`src/hw/adc_seq_pkg.sv`:
```
// Constants and carrier types for the serial converter sequencer
`default_nettype none

package adc_seq_pkg;

  // ----------------------------------------------------------------
  // Clock and timing
  // ----------------------------------------------------------------
  localparam int REF_CLK_PERIOD_NS = 100;
  localparam int OVERHEAD_NS = 100;
  localparam int OVERHEAD_CYCLES_RAW = (OVERHEAD_NS + REF_CLK_PERIOD_NS - 1) / REF_CLK_PERIOD_NS;
  localparam int OVERHEAD_CYCLES = (OVERHEAD_CYCLES_RAW < 1) ? 1 : OVERHEAD_CYCLES_RAW;
  localparam logic [3:0] OVERHEAD_LAST = 4'(OVERHEAD_CYCLES - 1);

  // ----------------------------------------------------------------
  // Frame layout, counted in serial clock rising edges
  // ----------------------------------------------------------------
  localparam int RESULT_BITS = 12;
  localparam int WORD_BITS = 16;
  localparam logic [5:0] SAMPLE_FIRST_EDGE = 6'h05;
  localparam logic [5:0] SAMPLE_LAST_EDGE = 6'h10;
  localparam logic [5:0] WORD_LAST_EDGE = 6'h10;
  localparam logic [5:0] MUX_RESET_MIN = 6'h04;
  localparam logic [5:0] MUX_RESET_MAX = 6'h07;
  localparam logic [5:0] EDGE_COUNT_MAX = 6'h3f;

  // ----------------------------------------------------------------
  // Conversion
  // ----------------------------------------------------------------
  localparam logic [3:0] CONV_STEPS = 4'he;
  localparam logic [3:0] CONV_LAST_STEP = 4'hd;
  localparam logic [11:0] CODE_FULL_SCALE = 12'hfff;
  localparam logic [11:0] CODE_ZERO_SCALE = 12'h000;
  localparam logic [11:0] CODE_FIRST_TRIAL = 12'h800;
  localparam logic [3:0] PAD_BITS = 4'h0;

  // ----------------------------------------------------------------
  // Result queue
  // ----------------------------------------------------------------
  localparam int QUEUE_DEPTH = 4;

  typedef struct packed {
    logic valid;
    logic [RESULT_BITS-1:0] code;
  } result_word_t;

  localparam int RESULT_WORD_BITS = $bits(result_word_t);

  typedef enum logic [2:0] {
    ST_POWER_DOWN,
    ST_ACQUIRE,
    ST_CONVERT,
    ST_OVERHEAD,
    ST_STORE,
    ST_DONE
  } seq_state_t;

endpackage

`default_nettype wire

```
`src/hw/result_fifo.sv`:
```
// Small valid/ready FIFO holding converted result words
`timescale 1ns/1ps
`default_nettype none

module result_fifo #(
  parameter int WIDTH = 13,
  parameter int DEPTH = 4
) (
  input wire logic ref_clk, // System clock
  input wire logic reset_n, // Synchronous reset, active low
  input wire logic [WIDTH-1:0] inData, // Word to store
  input wire logic inValid, // Producer has a word
  output logic inReady, // Room for a word
  output logic [WIDTH-1:0] outData, // Oldest word
  output logic outValid, // Queue not empty
  input wire logic outReady // Consumer takes the word
);

  localparam int PW = $clog2(DEPTH);

  logic [WIDTH-1:0] mem [DEPTH];
  logic [PW-1:0] wrPtr_reg;
  logic [PW-1:0] rdPtr_reg;
  logic [PW:0] count_reg;
  logic doWrite;
  logic doRead;

  // ----------------------------------------------------------------
  // Handshake decode
  // ----------------------------------------------------------------
  assign inReady = (count_reg != (PW+1)'(DEPTH));
  assign outValid = (count_reg != '0);
  assign outData = mem[rdPtr_reg];
  assign doWrite = inValid && inReady;
  assign doRead = outValid && outReady;

  // Storage has no reset; only pointers and the count carry state
  always_ff @(posedge ref_clk)
  begin
    if (doWrite)
      mem[wrPtr_reg] <= inData;
  end

  // Pointers wrap naturally because depth is a power of two
  always_ff @(posedge ref_clk)
  begin
    if (!reset_n)
    begin
      wrPtr_reg <= '0;
      rdPtr_reg <= '0;
      count_reg <= '0;
    end
    else
    begin
      if (doWrite)
        wrPtr_reg <= wrPtr_reg + 1'b1;
      if (doRead)
        rdPtr_reg <= rdPtr_reg + 1'b1;
      if (doWrite && !doRead)
        count_reg <= count_reg + 1'b1;
      else if (doRead && !doWrite)
        count_reg <= count_reg - 1'b1;
    end
  end

endmodule

`default_nettype wire

```
`src/hw/serial_adc_conversion_sequencer.sv`:
```
// Sequencer for a serially clocked 12-bit successive-approximation converter
`timescale 1ns/1ps
`default_nettype none

module serial_adc_conversion_sequencer (
  input wire logic ref_clk, // System clock, 10 MHz
  input wire logic reset_n, // Synchronous reset, active low
  input wire logic serialClock, // Host serial clock, sampled
  input wire logic selectOrFrameSyncN, // Select or frame sync, active low
  input wire logic dspFrameMode, // Select pin driven by a DSP frame sync
  input wire logic dualVariant, // Dual-input variant strap
  input wire logic pseudoDiffVariant, // Pseudo-differential variant strap
  input wire logic comparatorHigh, // Held sample at or above DAC level
  input wire logic inputAboveRef, // Input at or above reference
  input wire logic inputBelowGround, // Input at or below ground
  output logic serialResultOut, // Serial result data
  output logic serialResultOutEn, // Drive enable for the result pin
  output logic resultInvalid, // Word now shifting is invalid
  output logic sampleEnable, // Sampling switch closed
  output logic [11:0] dacCode, // Trial code for the DAC
  output logic channelSelect, // Selected input, 0 is channel zero
  output logic endOfConversion, // Internal end of conversion
  output logic powerDown // Low-power state
);
  import adc_seq_pkg::*;

  // ----------------------------------------------------------------
  // Helpers
  // ----------------------------------------------------------------
  // One SAR decision: keep or drop the trial bit, then try the next one
  function automatic logic [11:0] sar_step(input logic [11:0] code, input logic [3:0] step,
                                           input logic keep);
    logic [11:0] res;
    logic [3:0] idx;
    res = code;
    idx = 4'(4'd11 - step);
    res[idx] = keep;
    if (idx != 4'h0)
      res[idx - 4'h1] = 1'b1;
    return res;
  endfunction

  // ----------------------------------------------------------------
  // State
  // ----------------------------------------------------------------
  seq_state_t state_reg, state_next;
  logic sclkPrev_reg;
  logic selPrev_reg;
  logic [5:0] edgeCount_reg, edgeCount_next;
  logic convPhase_reg, convPhase_next;
  logic [3:0] convStep_reg, convStep_next;
  logic [3:0] overhead_reg, overhead_next;
  logic [11:0] sarCode_reg, sarCode_next;
  logic [15:0] shift_reg, shift_next;
  logic outEn_reg, outEn_next;
  logic invalid_reg, invalid_next;
  logic sample_reg, sample_next;
  logic channel_reg, channel_next;
  logic eoc_reg, eoc_next;
  logic power_reg, power_next;
  logic pushPending_reg, pushPending_next;
  result_word_t pushWord_reg, pushWord_next;

  // ----------------------------------------------------------------
  // Edge decode of the sampled pins
  // ----------------------------------------------------------------
  logic sclkRise, sclkFall, selFall, selRise;
  logic fallingShift, shiftEdge, convClockTick, running;
  logic muxResetWindow;
  logic [11:0] clampedCode;
  result_word_t queueOut;
  logic queueOutValid, queueInReady, queuePop;

  assign sclkRise = serialClock && !sclkPrev_reg;
  assign sclkFall = !serialClock && sclkPrev_reg;
  assign selFall = !selectOrFrameSyncN && selPrev_reg;
  assign selRise = selectOrFrameSyncN && !selPrev_reg;
  // Frame-sync drive and the two-pin variants shift on the falling edge
  assign fallingShift = dspFrameMode || dualVariant || pseudoDiffVariant;
  assign shiftEdge = fallingShift ? sclkFall : sclkRise;
  // Conversion clock completes once per two serial clock rising edges
  assign convClockTick = sclkRise && convPhase_reg;
  assign running = (state_reg == ST_ACQUIRE) || (state_reg == ST_CONVERT) ||
                   (state_reg == ST_OVERHEAD);
  assign muxResetWindow = (edgeCount_reg >= MUX_RESET_MIN) &&
                          (edgeCount_reg <= MUX_RESET_MAX);
  assign clampedCode = inputAboveRef ? CODE_FULL_SCALE :
                       inputBelowGround ? CODE_ZERO_SCALE : sarCode_reg;
  assign queuePop = selFall && queueOutValid;

  // ----------------------------------------------------------------
  // Result queue between converter and shifter
  // ----------------------------------------------------------------
  // A full queue holds the finished result back, which stalls completion
  result_fifo #(
    .WIDTH(RESULT_WORD_BITS),
    .DEPTH(QUEUE_DEPTH)
  ) u_queue (
    .ref_clk(ref_clk),
    .reset_n(reset_n),
    .inData(pushWord_reg),
    .inValid(pushPending_reg),
    .inReady(queueInReady),
    .outData(queueOut),
    .outValid(queueOutValid),
    .outReady(queuePop)
  );

  // ----------------------------------------------------------------
  // Sequencer next-state logic
  // ----------------------------------------------------------------
  always_comb
  begin
    state_next = state_reg;
    edgeCount_next = edgeCount_reg;
    convPhase_next = convPhase_reg;
    convStep_next = convStep_reg;
    overhead_next = overhead_reg;
    sarCode_next = sarCode_reg;
    shift_next = shift_reg;
    outEn_next = outEn_reg;
    invalid_next = invalid_reg;
    sample_next = sample_reg;
    channel_next = channel_reg;
    eoc_next = eoc_reg;
    power_next = power_reg;
    pushPending_next = pushPending_reg && !queueInReady;
    pushWord_next = pushWord_reg;

    // Count serial clock rising edges of the active cycle, saturating
    if (sclkRise && edgeCount_reg != EDGE_COUNT_MAX)
      edgeCount_next = edgeCount_reg + 6'h01;

    // Sampling window covers rising edges five through sixteen
    if (sclkRise && state_reg == ST_ACQUIRE)
    begin
      if (edgeCount_reg == SAMPLE_FIRST_EDGE - 6'h01)
        sample_next = 1'b1;
      if (edgeCount_reg == SAMPLE_LAST_EDGE - 6'h01)
        sample_next = 1'b0;
    end

    // Output shifter, MSB first; pin released after the last bit
    if (shiftEdge && outEn_reg)
      shift_next = {shift_reg[14:0], 1'b0};
    if (sclkRise && edgeCount_reg == WORD_LAST_EDGE)
      outEn_next = 1'b0;

    unique case (state_reg)
      ST_POWER_DOWN, ST_DONE:
        ;
      ST_ACQUIRE:
        // Conversion starts only once the sixteenth edge has passed
        if (sclkRise && edgeCount_reg == WORD_LAST_EDGE - 6'h01)
        begin
          state_next = ST_CONVERT;
          convPhase_next = 1'b0;
          convStep_next = 4'h0;
          sarCode_next = CODE_FIRST_TRIAL;
        end
      ST_CONVERT:
      begin
        if (sclkRise)
          convPhase_next = !convPhase_reg;
        if (convClockTick)
        begin
          if (convStep_reg < 4'(RESULT_BITS))
            sarCode_next = sar_step(sarCode_reg, convStep_reg, comparatorHigh);
          convStep_next = convStep_reg + 4'h1;
          if (convStep_reg == CONV_LAST_STEP)
          begin
            state_next = ST_OVERHEAD;
            overhead_next = '0;
          end
        end
      end
      ST_OVERHEAD:
        // Fixed overhead in system clocks, independent of the serial clock
        if (overhead_reg == OVERHEAD_LAST)
          state_next = ST_STORE;
        else
          overhead_next = overhead_reg + 4'h1;
      ST_STORE:
        // Wait for room in the queue before declaring completion
        if (!pushPending_next)
        begin
          state_next = ST_DONE;
          eoc_next = 1'b1;
          power_next = 1'b1;
          pushPending_next = 1'b1;
          pushWord_next = '{valid: 1'b1, code: clampedCode};
        end
    endcase

    // Rising select: abort an unfinished conversion, or step the channel
    if (selRise)
    begin
      sample_next = 1'b0;
      outEn_next = 1'b0;
      if (running || state_reg == ST_STORE)
      begin
        state_next = ST_POWER_DOWN;
        power_next = 1'b1;
        if (!pushPending_next)
        begin
          pushPending_next = 1'b1;
          pushWord_next = '{valid: 1'b0, code: CODE_ZERO_SCALE};
        end
        if (dualVariant && state_reg == ST_ACQUIRE && muxResetWindow)
          channel_next = 1'b0;
      end
      else if (state_reg == ST_DONE)
      begin
        state_next = ST_POWER_DOWN;
        if (dualVariant)
          channel_next = !channel_reg;
      end
    end

    // Falling select wakes the core and loads the previous result
    if (selFall)
    begin
      state_next = ST_ACQUIRE;
      power_next = 1'b0;
      eoc_next = 1'b0;
      edgeCount_next = '0;
      sample_next = 1'b0;
      outEn_next = 1'b1;
      if (queueOutValid)
      begin
        shift_next = {queueOut.code, PAD_BITS};
        invalid_next = !queueOut.valid;
      end
      else
      begin
        shift_next = '0;
        invalid_next = 1'b1;
      end
    end
  end

  // ----------------------------------------------------------------
  // Registers
  // ----------------------------------------------------------------
  // Pin history for edge detection; inputs are already in this domain
  always_ff @(posedge ref_clk)
  begin
    if (!reset_n)
    begin
      sclkPrev_reg <= 1'b0;
      selPrev_reg <= 1'b1;
    end
    else
    begin
      sclkPrev_reg <= serialClock;
      selPrev_reg <= selectOrFrameSyncN;
    end
  end

  // Sequencer control; comes up powered down on channel zero
  always_ff @(posedge ref_clk)
  begin
    if (!reset_n)
    begin
      state_reg <= ST_POWER_DOWN;
      edgeCount_reg <= '0;
      convPhase_reg <= 1'b0;
      convStep_reg <= '0;
      overhead_reg <= '0;
      channel_reg <= 1'b0;
      eoc_reg <= 1'b0;
      power_reg <= 1'b1;
      pushPending_reg <= 1'b0;
    end
    else
    begin
      state_reg <= state_next;
      edgeCount_reg <= edgeCount_next;
      convPhase_reg <= convPhase_next;
      convStep_reg <= convStep_next;
      overhead_reg <= overhead_next;
      channel_reg <= channel_next;
      eoc_reg <= eoc_next;
      power_reg <= power_next;
      pushPending_reg <= pushPending_next;
    end
  end

  // Datapath registers that feed the pins and the result queue
  always_ff @(posedge ref_clk)
  begin
    if (!reset_n)
    begin
      sarCode_reg <= '0;
      shift_reg <= '0;
      outEn_reg <= 1'b0;
      invalid_reg <= 1'b1;
      sample_reg <= 1'b0;
      pushWord_reg <= '0;
    end
    else
    begin
      sarCode_reg <= sarCode_next;
      shift_reg <= shift_next;
      outEn_reg <= outEn_next;
      invalid_reg <= invalid_next;
      sample_reg <= sample_next;
      pushWord_reg <= pushWord_next;
    end
  end

  // ----------------------------------------------------------------
  // Outputs, each straight from a flip-flop
  // ----------------------------------------------------------------
  assign serialResultOut = shift_reg[WORD_BITS-1];
  assign serialResultOutEn = outEn_reg;
  assign resultInvalid = invalid_reg;
  assign sampleEnable = sample_reg;
  assign dacCode = sarCode_reg;
  assign channelSelect = channel_reg;
  assign endOfConversion = eoc_reg;
  assign powerDown = power_reg;

endmodule

`default_nettype wire

```
`config.mk`:
```
export PLATFORM = sky130hd
export DESIGN_NAME = serial_adc_conversion_sequencer
export DESIGN_NICKNAME = d
export VERILOG_FILES = /design/src/hw/adc_seq_pkg.sv /design/src/hw/result_fifo.sv /design/src/hw/serial_adc_conversion_sequencer.sv
export SDC_FILE = /design/constraint.sdc
export NUM_CORES = 1
export LEC_CHECK = 0
export BUFFER_PORTS_ARGS = -buffer_cell sky130_fd_sc_hd__clkbuf_2
export CORE_MARGIN = 5
export CORE_UTILIZATION = 30
export CTS_CLUSTER_DIAMETER = 150
export DETAILED_ROUTE_END_ITERATION = 8
export PLACE_DENSITY_LB_ADDON = 0.05
export SYNTH_ARGS = -nofsm -noshare
export SYNTH_HDL_FRONTEND = slang
export SYNTH_SLANG_ARGS = --single-unit
```
`constraint.sdc`:
```
create_clock -name ref_clk -period 4 [get_ports ref_clk]
set_clock_uncertainty 0.15 [all_clocks]
set_input_delay 0.8 -clock ref_clk [delete_from_list [all_inputs] [get_ports ref_clk]]
set_output_delay 0.8 -clock ref_clk [all_outputs]
set_load 0.02 [all_outputs]
```
# After elaboration in Yosys (flattened, before gate mapping)
# Memory sizes are Yosys's and may differ from the RTL's. A register that Yosys moved wholly into a read port is not among the register bits.
# Index checks and enable logic that the tools add are counted.
# op_classes
n_addsub	9
order_cmp	7
eq_ne	18
n_mux	65
bitwise	3
n_reduce_logical	56
# op_table
op	count
12-bit 2-to-1 mux	6
13-bit 2-to-1 mux	5
16-bit 2-to-1 mux	3
3-bit 2-to-1 mux	10
1-bit 2-to-1 mux	26
12-bit case mux with 2 select lines	1
1-bit logical AND	21
4-bit 2-to-1 mux	5
4-bit case mux with 2 select lines	2
2-bit nonzero test	7
12-bit bitwise mux	1
12-bit OR	1
3-bit case mux with 4 select lines	1
4-bit AND reduction	3
1-bit zero test	10
4-bit by 5-bit < comparator with 1-bit output, second input constant	2
4-bit by 1-bit adder with 4-bit output, second input constant	2
1-bit demux with 4-bit select	2
4-bit by 1-bit >= comparator with 1-bit output, second input constant	2
2-bit inequality test, second input constant	4
6-bit by 1-bit adder with 6-bit output, second input constant	1
3-bit by 2-bit == test with 1-bit output, second input constant	2
3-bit == test, second input constant	2
6-bit by 3-bit == test with 1-bit output, second input constant	1
26 further kinds	38
# word_totals
ff_bits	75
mem_bits_rw	52
in_bits	10
output_inout_bits	19
wordCells	181
mem_count	1
# memory_table
memory	depth	word_bits	rd	rd_ports_with_merged_regs	write_ports	line_no	rtl
u_queue.mem	4	13	1	1	1	result_fifo.sv:21	logic [WIDTH-1:0] mem [DEPTH];

# Longest topological paths before layout
# Gate-level depths: netlist of run 1.
# depth
word_depth	11
depth_mapped	12
depth_no_buf	10

# Hierarchy
# Synthesis of run 1 repeated with hierarchy kept, for this count alone.
# unflattened
hier_cells	542
area_unflattened_um2	5962.0
# modules_own_cells
module	n_inst	cells_each	area_per_inst_um2	seq_area_each_um2
serial_adc_conversion_sequencer	1	427	3577.2	1281.2
result_fifo	1	115	2384.8	1741.7

# Least setup slack after synthesis of run 1
# No wires, ideal clock.
# synth_path
path_type	input to register
from	in selectOrFrameSyncN
to	reg u_queue.count_reg[2]
setup_time_ns	0.070
t_arrival_ns	2.747
required_ns	3.780
path_slack_ns	1.032
path_stages	12
path_buffers	2
cell_sequence	inv_1 ha_1 buf_2 o31a_1 clkbuf_1 inv_1 ha_1 inv_1 fa_1 xor2_1 or3_1 a21oi_1
# synth_via
elab_chain_cells	7
elab_cells_between_ends	9
classes_between	mux: 1; reduce/logical: 8
# synth_rtl
element	line_no	rtl
start: declaration	serial_adc_conversion_sequencer.sv:9	input wire logic selectOrFrameSyncN,
1-bit zero test (*)	serial_adc_conversion_sequencer.sv:76	assign selFall = !selectOrFrameSyncN && selPrev_reg;
1-bit logical AND (*)	serial_adc_conversion_sequencer.sv:76	
1-bit logical AND (*)	serial_adc_conversion_sequencer.sv:89	assign queuePop = selFall && queueOutValid;
1-bit logical AND (*)	result_fifo.sv:35	assign doRead = outValid && outReady;
1-bit zero test	result_fifo.sv:59	if (doWrite && !doRead)
1-bit logical AND	result_fifo.sv:59	
3-bit 2-to-1 mux / 2-bit nonzero test (equally long branches)	n/a	
end signal: assignment	result_fifo.sv:60	count_reg <= count_reg + 1'b1;
end signal: assignment	result_fifo.sv:62	count_reg <= count_reg - 1'b1;
end: declaration	result_fifo.sv:24	logic [PW:0] count_reg;
# Mark *: on every way between the ends. The rest lies on a longest branch, timed or not.
# A chain may end at the register's enable or synchronous reset.

# Worst setup path in the final report of run 1
# Same ends and word-level chain as after synthesis.

==> metrics.md, run 1 <==
| Metric | Value |
|---|---|
| Status | `finished, final reports clean` |
| Final Max Tran Viols | `0` |
| XOR/XNOR Fraction of Synth Area | `2.291%` |
| CTS tree | `done` |
| Met2 WL | `6628 microns` |
| I/O pin total | `29` |
| Flop pwr share | `43.8%` |
| Synth Flop Type | `dfxtp_1` |
| GP Congestion | `0.8116` |
| Largest stage delay, worst path | `380 ps` |
| Hpwl dp | `9466 microns` |
| Die area | `0.02198 sq mm` |
| Clock power share | `47.8%` |
| DR iter-0 viols | `268` |
| Tmin final | `2553 ps` |
| IO Port Bufs | `28` |
| DIE HEIGHT | `148.3 microns` |
| Most used cell along the critical path | `inv_1` |
| Filler cells | `1893` |
| Final Hold Fails | `0` |
| Worst hold path class | `flop to flop` |
| Synth Cell Area | `0.005736 sq mm` |
| # nets final | `564` |
| Compound-gate portion of the synthesized area | `16.01%` |
| Slew at the pin closest to its max-slew limit | `953.4 ps` |
| Worst EP required | `4180 ps` |
| P_sw | `746.6 uW` |
| Setup TNS | `0 ps` |
| Ordered cell list for the critical path | `clkbuf_2, inv_1, ha_1, o31a_1, buf_4, inv_1, ha_1, inv_1, fa_1, xor2_1, or3_1, a21oi_1` |
| Met3 WL | `381 microns` |
| Biggest register | `u_queue.mem` |
| Final hold slack | `312.7 ps` |
| Combinational family with the most area after synthesis | `compound AO/OA/AOI/OAI gates` |
| Slew headroom | `36.35%` |
| Routed WL | `13700 microns` |
| Logic pwr share | `8.4%` |
| Final period util | `63.83%` |
| Num CTS Buffers | `17` |
| Via count of the first global-routing pass | `4028` |
| Worst Hold Path Cells | `2` |
| Vias/cell | `5.093` |
| Largest net degree at the start of global routing | `26` |
| Syn Inst Count | `514` |
| # DRC | `0` |
| Setup violations, final | `0` |
| Skew-Pair Late Insertion Delay | `410 ps` |
| Pwr Total | `3.238 mW` |
| RSZ-0062 raised after global routing | `no` |
| Simple-gate portion of the synthesized area | `12.81%` |
| Via count | `3978` |
| Gr ovfl total | `0` |
| Crit path max-delay cell type | `fa_1` |
| Worst path arrival time | `2730 ps` |
| Initial Util | `30.56%` |
| Power density cells | `485.8 mW/mm^2` |
| Leak Pwr | `2.345 nW` |
| # resized after CTS | `0` |
| Average wire per standard cell | `17.54 microns` |
| Worst setup EP type | `flop` |
| Mux contribution to synthesized area | `7.570%` |
| GRT Total Usage | `13.21%` |
| Worst-path clk slew | `50 ps` |
| Seq/Total Area, Yosys | `52.71%` |
| DRT antenna net count | `0` |
| Average cell area after synthesis | `11.16 sq um` |
| Root Buffer | `clkbuf_16` |
| Layout cells sized above 1 | `15.72%` |
| R2R setup slack | `1470 ps` |
| First-pass GRT wire length | `22300 microns` |
| Hold buffer count at cts | `0` |
| Area after DPL | `0.006060 sq mm` |
| Top sig layer | `met4` |
| Yosys warnings | `0` |
| Post-synth EDFFs | `52` |
| Floorplan Core Area | `0.01877 sq mm` |
| Met1 WL | `6568 microns` |
| Htree depth | `4` |
| Achievable frequency | `0.3917 GHz` |
| Setup Buffers After CTS | `0` |
| Number of inserted diodes | `0` |
| Startpoint types | `input port` |
| Drt pass-1 iters | `4` |
| Max-cap viol count | `0` |
| Max reg flops | `52` |
| Switching Fraction | `23.06%` |
| Area share of fa/ha/maj cells after synthesis | `4.494%` |
| Fin area | `0.006666 sq mm` |
| Initial antenna violation count | `0` |
| CP Class | `input port to flop` |
| Async SR Flop Fraction | `0%` |
| Synth cell types | `61` |
| Post-synth net total | `544` |
| Worst VDD drop | `0.2812 mV` |
| Area grow syn2layout | `16.23%` |
| Die W | `148.3 microns` |
| Worst r2r path cells | `8` |
| Critical Path Fanout Max | `16` |
| Row count | `50` |
| P_int | `2.492 mW` |
| Flops & latches, synth | `125` |
| CTS Sinks | `125` |
| CTS max path bufs | `2` |
==> synth_stat cells, drive strengths merged, types with 4 or more instances <==
| library cell | instances | share of area (%) |
|---|---|---|
| a311oi | 5 | 0.76 |
| dfxtp | 73 | 25 |
| xnor2 | 8 | 1.2 |
| or3 | 5 | 0.63 |
| ha | 19 | 4.1 |
| inv | 24 | 1.6 |
| nor2b | 4 | 0.44 |
| edfxtp | 52 | 27 |
| a22oi | 11 | 1.4 |
| a31oi | 4 | 0.44 |
| o31ai | 4 | 0.61 |
| nand2 | 31 | 2.0 |
| a21oi | 29 | 2.5 |
| o211ai | 7 | 0.92 |
| a32o | 5 | 0.87 |
| nor3b | 5 | 0.65 |
| clkbuf | 24 | 1.6 |
| o21ai | 15 | 1.3 |
| mux4 | 13 | 5.1 |
| nor3 | 6 | 0.72 |
| a221oi | 12 | 1.8 |
| and3 | 4 | 0.44 |
| nor2 | 50 | 3.3 |
| mux2i | 13 | 2.3 |
| a211oi | 18 | 2.4 |
| nand3 | 15 | 1.3 |
| and2 | 5 | 0.55 |
| buf | 8 | 0.96 |
| xor2 | 7 | 1.1 |
==> cells by family (layout without fill, tap and decap cells) <==
logic type               count (synthesis)  after routing
AND/OR/NAND/NOR                        143            143
AO/OA/AOI/OAI                          128            128
flip-flops                             125            125
buffers and inverters                   56             89
multiplexers                            27             27
adder cells (fa/ha/maj)                 20             20
XOR/XNOR                                15             15
==> final cells by class <==
type | instances | area [sq um] | share of cell area, %
Timing Repair Buffer | 33 | 177.7 | 2.665
Sequential cell | 125 | 3023 | 45.35
Clock buffer | 23 | 498.0 | 7.470
Tap cell | 234 | 292.8 | 4.392
Clock inverter | 9 | 108.9 | 1.633
Inverter | 24 | 90.09 | 1.351
Multi-Input combinational cell | 333 | 2476 | 37.14
==> stage by stage <==
step	setup WS (ps)	cells	util [%]
2_1_floorplan	1032	514	-
3_3_place_gp	1097	749	32.29
3_5_place_dp	1013	749	32.29
4_1_cts	1430	781	35.52
5_1_grt	1258	781	35.52
6_report	1447	781	35.52
==> layer usage <==
layer | vias up | global-route usage (%)
met2 | 71 | 21.47
li1 | 1961 | -
met3 | 10 | 3.352
met5 | - | 0
met4 | 0 | 4.527
met1 | 1936 | 17.22
==> worst max-delay path: cells and delay by family <==
family	cells	cell delay (ps)
adder cells (fa/ha/maj)	3	750
AND/OR/NAND/NOR	1	300
buffers and inverters	5	470
XOR/XNOR	1	160
AO/OA/AOI/OAI	2	250
==> path summary, 6_finish.rpt <==
kind	to	from
max	u_queue.count_reg[2]	selectOrFrameSyncN
min	shift_reg[4]	shift_reg[4]
max reg2reg	u_queue.count_reg[2]	u_queue.count_reg[0]
min reg2reg	shift_reg[4]	shift_reg[4]
==> power groups by stage <==
stage	clock network, mW	registers [mW]	logic [mW]
final	1.55	1.42	0.272
after global placement	0	1.45	0.272
after detailed placement	0	1.45	0.277
after global routing	1.64	1.43	0.304
after CTS	1.59	1.42	0.279
after floorplan	0	1.41	0.235
==> cell usage in the layout, fill, tap and decap left out, types with 4 or more instances in the layout <==
cell type   netlist  final
a211oi_1         18     18
a21oi_1          29     29
a221oi_1         12     12
a22oi_1          11     11
a311oi_1          5      5
a31oi_1           4      4
a32o_1            5      5
and2_1            5      5
and3_1            4      4
buf_4             1      5
clkbuf_16         0     17
clkbuf_2          1     28
clkbuf_8          0      5
clkinvlp_4        0      4
dfxtp_1          73     73
edfxtp_1         52     52
ha_1             19     19
inv_1            24     24
mux2i_1          13     13
mux4_2           13     13
nand2_1          31     31
nand3_1          15     15
nor2_1           50     50
nor2b_1           4      4
nor3_1            5      5
nor3b_1           5      5
o211ai_1          7      7
o21ai_0          15     15
or3_1             4      4
xnor2_1           8      8
xor2_1            7      7
Power figures use the tool's default switching activity.
==> run 2: changes to the inputs <==
--- a/config.mk
+++ b/config.mk
@@ -5,6 +5,7 @@
 export SDC_FILE = /design/constraint.sdc
 export NUM_CORES = 1
 export LEC_CHECK = 0
+export ABC_AREA = 1
 export BUFFER_PORTS_ARGS = -buffer_cell sky130_fd_sc_hd__clkbuf_2
 export CORE_MARGIN = 5
 export CORE_UTILIZATION = 30
==> constraint.sdc (replaced) <==
create_clock -name ref_clk -period 2.4 [get_ports ref_clk]
set_clock_uncertainty 0.15 [all_clocks]
set_input_delay 0.48 -clock ref_clk [delete_from_list [all_inputs] [get_ports ref_clk]]
set_output_delay 0.48 -clock ref_clk [all_outputs]
set_load 0.02 [all_outputs]
==> run 2 against run 1 <==
Compared with the run above:
- register-to-register slack got worse by 1300 ps
- first-iteration DRC count fell by 16%
- clock power rose by 42%
- flip-flop and latch count did not move
- area after synthesis rose by 3.1%
- largest power group is now sequential cells
- total power rose by 51%
- cell count rose by 34%
- combinational power rose by 51%
- highest routed layer unchanged
- setup slack got worse by 1300 ps
==> metrics.md, run 2 <==
| Metric | Value |
|---|---|
| # DRC | `0 (unchanged)` |
| First-pass GRT wire length | `24410 microns (+9.5%)` |
| Initial Util | `30.38% (-0.18 points)` |
| Count leader, synth | `nand2_1` |
| Via count of the first global-routing pass | `4693 (+17%)` |
| Initial antenna violation count | `0 (unchanged)` |
| Leak Pwr | `2.864 nW (+22%)` |
| Crit path max-delay cell type | `dfxtp_1` |
| Post-layout util | `35.47% (-0.046 points)` |
| Worst setup EP type | `flop` |
| Row count | `51 (+2.0%)` |
| Filler cells | `2067 (+9.2%)` |
| Worst EP required | `2540 ps (-1640 ps)` |
| Status | `finished, final reports clean` |
| Setup Buffers After CTS | `0 (unchanged)` |
| Number of inserted diodes | `0 (unchanged)` |
| Slew headroom | `55.84% (+19 points)` |
| Floorplan Core Area | `0.01946 sq mm (+3.7%)` |
| P_sw | `1.211 mW (+62%)` |
| DIE HEIGHT | `150.4 microns (+1.4%)` |
| Final period util | `93.60%` |
| Die W | `150.4 microns (+1.4%)` |
| Largest net degree at the start of global routing | `31 (+19%)` |
| I/O pin total | `29 (unchanged)` |
| Num CTS Buffers | `17 (unchanged)` |
| Vias/cell | `4.617 (-9.4%)` |
| # nets final | `797 (+41%)` |
| GRT Total Usage | `13.85% (+0.63 points)` |
| Setup TNS | `0 ps (unchanged)` |
| Dominant cells by area after synthesis | `edfxtp_1 26%, dfxtp_1 25%, nand2_1 11%, nor2_1 5.8%, a21oi_1 5.0%` |
| Power density cells | `708.0 mW/mm^2 (+46%)` |
| Synth area leader | `edfxtp_1` |
| Average wire per standard cell | `14.17 microns (-19%)` |
| DR iter-0 viols | `226 (-16%)` |
| Via count | `4825 (+21%)` |
| Reg-to-reg critical path startpoint | `u_queue.count_reg[0]` |
| Final Hold Fails | `0 (unchanged)` |
| # resized after CTS | `0 (unchanged)` |
| Ordered cell list for the critical path | `nor2_1, nand2_1, nand2_1, inv_1, ha_1, inv_1, fa_1, a21oi_1, o21ai_0, o21ai_0, a21oi_1` |
| Crit. path cell count | `11 (-1)` |
| Min-Delay Startpoint | `selectOrFrameSyncN` |
| Most common cell after layout, fill and taps aside | `nand2_1` |
| Gr ovfl total | `0 (unchanged)` |
| CTS max path bufs | `2 (unchanged)` |
| Yosys warnings | `0 (unchanged)` |
| Logic pwr share | `8.4% (about the same)` |
| Worst r2r path cells | `11 (+3)` |
| CTS Sinks | `125 (unchanged)` |
| Async SR Flop Fraction | `0% (unchanged)` |
| Synth cell types | `38 (-38%)` |
| Most frequent cells in the layout | `175 x nand2_1, 91 x nor2_1, 73 x dfxtp_1, 71 x inv_1` |
| Worst path bufs/invs | `2 (-3)` |
| P_int | `3.677 mW (+48%)` |
| Hpwl dp | `10220 microns (+7.9%)` |
| Slew at the pin closest to its max-slew limit | `657.7 ps (-295.8 ps)` |
| CTS tree | `done` |
| Skew-Pair Late Insertion Delay | `410 ps (about the same)` |
| Routed WL | `14800 microns (+8.0%)` |
| Max-cap viol count | `0 (unchanged)` |
| Seq/Total Area, Yosys | `51.13% (-1.6 points)` |
| Clock power share | `45.0% (-2.8 points)` |
| Max reg flops | `52 (unchanged)` |
| Area grow syn2layout | `16.78%` |
| Post-synth top area share | `26.41% (-0.81 points)` |
| Flops & latches, synth | `125 (unchanged)` |
| Worst VDD drop | `0.4612 mV (+64%)` |
| Switching Fraction | `24.78% (+1.7 points)` |
| Tmin final | `2246 ps` |
| Synth Cell Area | `0.005912 sq mm (+3.1%)` |
| Critical Path Fanout Max | `9 (-7)` |
| Flop pwr share | `46.6% (+2.8 points)` |
| Biggest register | `u_queue.mem` |
| Layout cells sized above 1 | `11.54% (-4.2 points)` |
| DRT antenna net count | `0 (unchanged)` |
| Post-synth EDFFs | `52 (unchanged)` |
| Drt pass-1 iters | `4 (unchanged)` |
| Setup violations, final | `0 (unchanged)` |
| Average cell area after synthesis | `8.132 sq um (-27%)` |
| Synth Flop Type | `dfxtp_1` |
| Worst Hold Path Cells | `3 (+1)` |
| Post-synth net total | `757 (+39%)` |
| Htree depth | `4 (unchanged)` |
| Root Buffer | `clkbuf_16` |
| RSZ-0062 raised after global routing | `no` |
| Syn Inst Count | `727 (+41%)` |
| Startpoint types | `flop` |
| Worst path arrival time | `2390 ps (-340 ps)` |
| GP Congestion | `0.8053 (-0.78%)` |
| Die area | `0.02261 sq mm (+2.9%)` |
| Worst-path clk slew | `60 ps (about the same)` |
| Worst setup startpoint | `u_queue.count_reg[0]` |
| Achievable frequency | `0.4452 GHz` |
| Worst hold path class | `input port to flop` |
| IO Port Bufs | `28 (unchanged)` |
| Delay-heaviest family, CP | `adder cells` |
| Final Max Tran Viols | `0 (unchanged)` |
| Top post-synthesis cells by count | `175 x nand2_1, 91 x nor2_1, 73 x dfxtp_1` |
| CP Class | `flop to flop` |
| Largest stage delay, worst path | `410 ps (+30 ps)` |
| Hold buffer count at cts | `0 (unchanged)` |
## run 2: cell count changes in the layout (fill, tap and decap cells not counted), sizes merged, moves of 18 or more
| cell | before | now |
|---|---|---|
| nor2 | 50 | 95 |
| a21oi | 29 | 60 |
| nand3 | 15 | 39 |
| inv | 24 | 75 |
| a211oi | 18 | 0 |
| nand2 | 31 | 182 |
| o21ai | 15 | 63 |
## run 2: logic make-up (layout without fill, tap and decap cells)
| logic type | after synthesis | after routing | synth area share, % |
|---|---|---|---|
| AND/OR/NAND/NOR | 334 | 334 | 23.62 |
| AO/OA/AOI/OAI | 136 | 136 | 12.28 |
| flip-flops | 125 | 125 | 51.13 |
| buffers and inverters | 101 | 154 | 6.794 |
| adder cells (fa/ha/maj) | 20 | 20 | 4.360 |
| multiplexers | 9 | 9 | 1.524 |
| XOR/XNOR | 2 | 2 | 0.2964 |
## run 2: final timing paths
kind / end / slack [ps]
setup / recovery: u_queue.count_reg[2] / 150
hold / removal: selPrev_reg / 130
setup reg to reg: u_queue.count_reg[2] / 150
hold reg to reg: flop / 310
## run 2: power by group through the flow
stage / registers [mW] / clock network, mW / logic, mW
2_1_floorplan: 2.32 / 0 / 0.288
3_3_place_gp: 2.32 / 0 / 0.415
3_5_place_dp: 2.32 / 0 / 0.422
4_1_cts: 2.28 / 2.28 / 0.423
5_1_grt: 2.28 / 2.37 / 0.476
6_report: 2.28 / 2.20 / 0.411
## run 2: through the flow
step | cell area (sq um) | setup slack (ps) | instances | hold WS, ps | power (mW)
after CTS | 6904 | 172.9 | 1045 | 108.1 | 4.980
after global placement | 6409 | 98.21 | 1013 | 305.8 | 2.733
after detailed placement | 6409 | 10.38 | 1013 | 312.4 | 2.742
final | 6904 | 153.6 | 1045 | 128.5 | 4.888
after global routing | 6904 | 2.483 | 1045 | 127.6 | 5.126
after floorplan | 5918 | 62.67 | 727 | 286.2 | 2.605
## run 2: metal layers
metal / part of all wire (%) / GRT usage [%] / up-vias / wire length, microns
met5: 0 / 0 / - / 0
met4: 0.80 / 3.568 / 0 / 119
met3: 2.8 / 3.341 / 10 / 419
met2: 49 / 23.28 / 61 / 7228
met1: 48 / 17.88 / 2276 / 7037
li1: - / - / 2478 / -
## run 2: area by class of cell
| cell class | count | area (sq um) | share of cell area, % |
|---|---|---|---|
| repair buffers | 46 | 275.3 | 3.987 |
| clock inverters | 9 | 47.55 | 0.6887 |
| well taps | 265 | 331.6 | 4.802 |
| clock buffers | 23 | 447.9 | 6.488 |
| multi-input cells | 501 | 2492 | 36.10 |
| inverters | 76 | 286.5 | 4.150 |
| flip-flops and latches | 125 | 3023 | 43.78 |
## run 2: worst min-delay path, stage by stage
cell      delay (ps)
clkbuf_2          90
inv_1             50
nand2_1           40
==> run 3: changes to the inputs <==
--- a/config.mk
+++ b/config.mk
@@ -11,7 +11,7 @@
 export CORE_UTILIZATION = 30
 export CTS_CLUSTER_DIAMETER = 150
 export DETAILED_ROUTE_END_ITERATION = 8
-export PLACE_DENSITY_LB_ADDON = 0.05
+export PLACE_DENSITY = 0.54
 export SYNTH_ARGS = -nofsm -noshare
 export SYNTH_HDL_FRONTEND = slang
 export SYNTH_SLANG_ARGS = --single-unit
==> run 3 against run 2 <==
Compared with the run above:
- setup slack improved by 120 ps
- cell count decreased by 0.29%
- fmax increased by 5.7%
- combinational power fell by 4%
- routed wire length decreased by 10%
- first-iteration DRC count is 19% higher
- clock power up 25%
- critical path depth shrank 1
- die area stayed put
- global-route usage down 1.4 points
- core utilization increased by 0.62 points
- cell area is 1.8% higher
- critical path type unchanged
- critical endpoint unchanged
- largest cell class unchanged
- largest power group is now the clock network
==> metrics.md, run 3 (synthesized netlist as in run 2, its figures left out) <==
| Metric | Value |
|---|---|
| Crit. path cell count | `10 (-1)` |
| Root Buffer | `clkbuf_16` |
| Achievable frequency | `0.4707 GHz (+5.7%)` |
| Final worst slack | `275.5 ps (+121.9 ps)` |
| Placed insts | `1010 (-0.30%)` |
| Tmin final | `2125 ps (-121.9 ps)` |
| Delay-heaviest family, CP | `adder cells` |
| Layout cells sized above 1 | `12.23% (+0.69 points)` |
| Initial antenna violation count | `0 (unchanged)` |
| CTS max path bufs | `2 (unchanged)` |
| Post-route insts no fill | `1042 (-0.29%)` |
| R2R setup slack | `280 ps (+120 ps)` |
| Area grow syn2layout | `18.84%` |
| Crit path max-delay cell type | `fa_1` |
| Hold buffer count at cts | `0 (unchanged)` |
| Average wire per standard cell | `12.73 microns (-10%)` |
| Via count | `4700 (-2.6%)` |
| Max reg flops | `52 (unchanged)` |
| Routed WL | `13270 microns (-10%)` |
| Largest net degree at the start of global routing | `31 (unchanged)` |
| Number of inserted diodes | `0 (unchanged)` |
| Row count | `51 (unchanged)` |
| FF-to-FF End | `u_queue.count_reg[2]` |
| GRT Total Usage | `12.45% (-1.4 points)` |
| Slew headroom | `58.08% (+2.2 points)` |
| # nets final | `794 (-0.38%)` |
| RSZ-0062 raised after global routing | `no` |
| Most common cell after layout, fill and taps aside | `nand2_1` |
| Worst setup startpoint | `u_queue.count_reg[0]` |
| Skew-Pair Late Insertion Delay | `430 ps (+20 ps)` |
| CTS Sinks | `125 (unchanged)` |
| Final Max Tran Viols | `0 (unchanged)` |
| Setup TNS | `0 ps (unchanged)` |
| Setup violations, final | `0 (unchanged)` |
| Place WS | `97.16 ps (+86.78 ps)` |
| DRT antenna net count | `0 (unchanged)` |
| Filler cells | `2053 (-0.68%)` |
| Final period util | `88.52% (-5.1 points)` |
| First-pass GRT wire length | `21850 microns (-10%)` |
| Ordered cell list for the critical path | `nor3_1, nor2_4, inv_1, ha_1, inv_1, fa_1, a21oi_1, o21ai_0, o21ai_0, a21oi_1` |
| GP Congestion | `0.8538 (+6.0%)` |
| Final Hold Fails | `0 (unchanged)` |
| CTS tree | `done` |
| Most frequent cells in the layout | `175 x nand2_1, 91 x nor2_1, 73 x dfxtp_1, 71 x inv_1` |
| Slew at the pin closest to its max-slew limit | `624.2 ps (-33.43 ps)` |
| Worst-path clk slew | `50 ps (about the same)` |
| Power density cells | `771.7 mW/mm^2 (+9.0%)` |
| Gr ovfl total | `0 (unchanged)` |
| Die W | `150.4 microns (unchanged)` |
| Initial Util | `30.38% (unchanged)` |
| Startpoint types | `flop` |
| Fin area | `0.007025 sq mm (+1.8%)` |
| Area after DPL | `0.006386 sq mm (-0.35%)` |
| DIE HEIGHT | `150.4 microns (unchanged)` |
| Status | `finished, final reports clean` |
| Worst EP required | `2560 ps (+20 ps)` |
| Setup Buffers After CTS | `0 (unchanged)` |
| Largest stage delay, worst path | `370 ps (-40 ps)` |
| Drt pass-1 iters | `4 (unchanged)` |
| Worst r2r path cells | `10 (-1)` |
| Worst path arrival time | `2280 ps (-110 ps)` |
| Leak Pwr | `2.919 nW (+1.9%)` |
| I/O pin total | `29 (unchanged)` |
| IO Port Bufs | `28 (unchanged)` |
| Via count of the first global-routing pass | `4314 (-8.1%)` |
| Worst setup EP type | `flop` |
| # resized after CTS | `0 (unchanged)` |
| # DRC | `0 (unchanged)` |
| Floorplan Core Area | `0.01946 sq mm (unchanged)` |
| Worst hold path class | `input port to flop` |
| Worst path bufs/invs | `2 (unchanged)` |
| Critical Path Fanout Max | `5 (-4)` |
| Hpwl dp | `8996 microns (-12%)` |
| Die area | `0.02261 sq mm (unchanged)` |
| DR iter-0 viols | `270 (+19%)` |
| Vias/cell | `4.511 (-2.3%)` |
| Num CTS Buffers | `17 (unchanged)` |
| CP Class | `flop to flop` |
| Worst VDD drop | `0.4899 mV (+6.2%)` |
| Max-cap viol count | `0 (unchanged)` |
| Biggest register | `u_queue.mem` |
| Htree depth | `4 (unchanged)` |
| Reg-to-reg critical path startpoint | `u_queue.count_reg[0]` |
| Worst setup endpoint | `u_queue.count_reg[2]` |
## run 3: how the worst min path moves through the flow
stage / start / end / slack [ps] / cells after the start
after floorplan: u_queue.rdPtr_reg[1] / flop / 290 / 2
after global placement: u_queue.rdPtr_reg[1] / u_queue.rdPtr_reg[1] / 310 / 2
after detailed placement: shift_reg[4] / shift_reg[4] / 310 / 2
after CTS: selectOrFrameSyncN / selPrev_reg / 100 / 3
after global routing: selectOrFrameSyncN / selPrev_reg / 130 / 3
final: selectOrFrameSyncN / selPrev_reg / 120 / 3
## run 3: cell type report
class / count / area [sq um] / area share (%)
inverter: 76 / 286.5 / 4.078
tap: 265 / 331.6 / 4.719
timing repair buffer: 43 / 252.7 / 3.597
multi-input combinational: 501 / 2492 / 35.48
sequential: 125 / 3023 / 43.03
clock buffer: 19 / 452.9 / 6.447
clock inverter: 13 / 186.4 / 2.654
## run 3: stage by stage
| stage | util, % | power (mW) | hold WS (ps) |
|---|---|---|---|
| floorplan | - | 2.605 | 286.2 |
| global placement | 32.81 | 2.718 | 306.0 |
| detailed placement | 32.81 | 2.722 | 307.8 |
| CTS | 36.10 | 5.490 | 99.79 |
| global route | 36.10 | 5.676 | 128.3 |
| finish | 36.10 | 5.422 | 118.5 |
## run 3: where the power goes
part / switching (mW) / internal [mW] / total (mW)
logic: 0.263 / 0.132 / 0.395
registers: 0.0340 / 2.24 / 2.27
clock network: 0.957 / 1.80 / 2.75
total: 1.25 / 4.17 / 5.42
## run 3: tightest hold or removal path, stage by stage
cell and delay, ps:
clkbuf_2 90, inv_1 50, nand2_1 40
## run 3: routing by layer
layer,vias to the layer above,track usage [%],wire [microns]
met2,54,20.36,6308
met4,0,4.803,212
met3,13,3.432,450
met5,-,0,0
li1,2474,-,-
met1,2159,15.63,6294
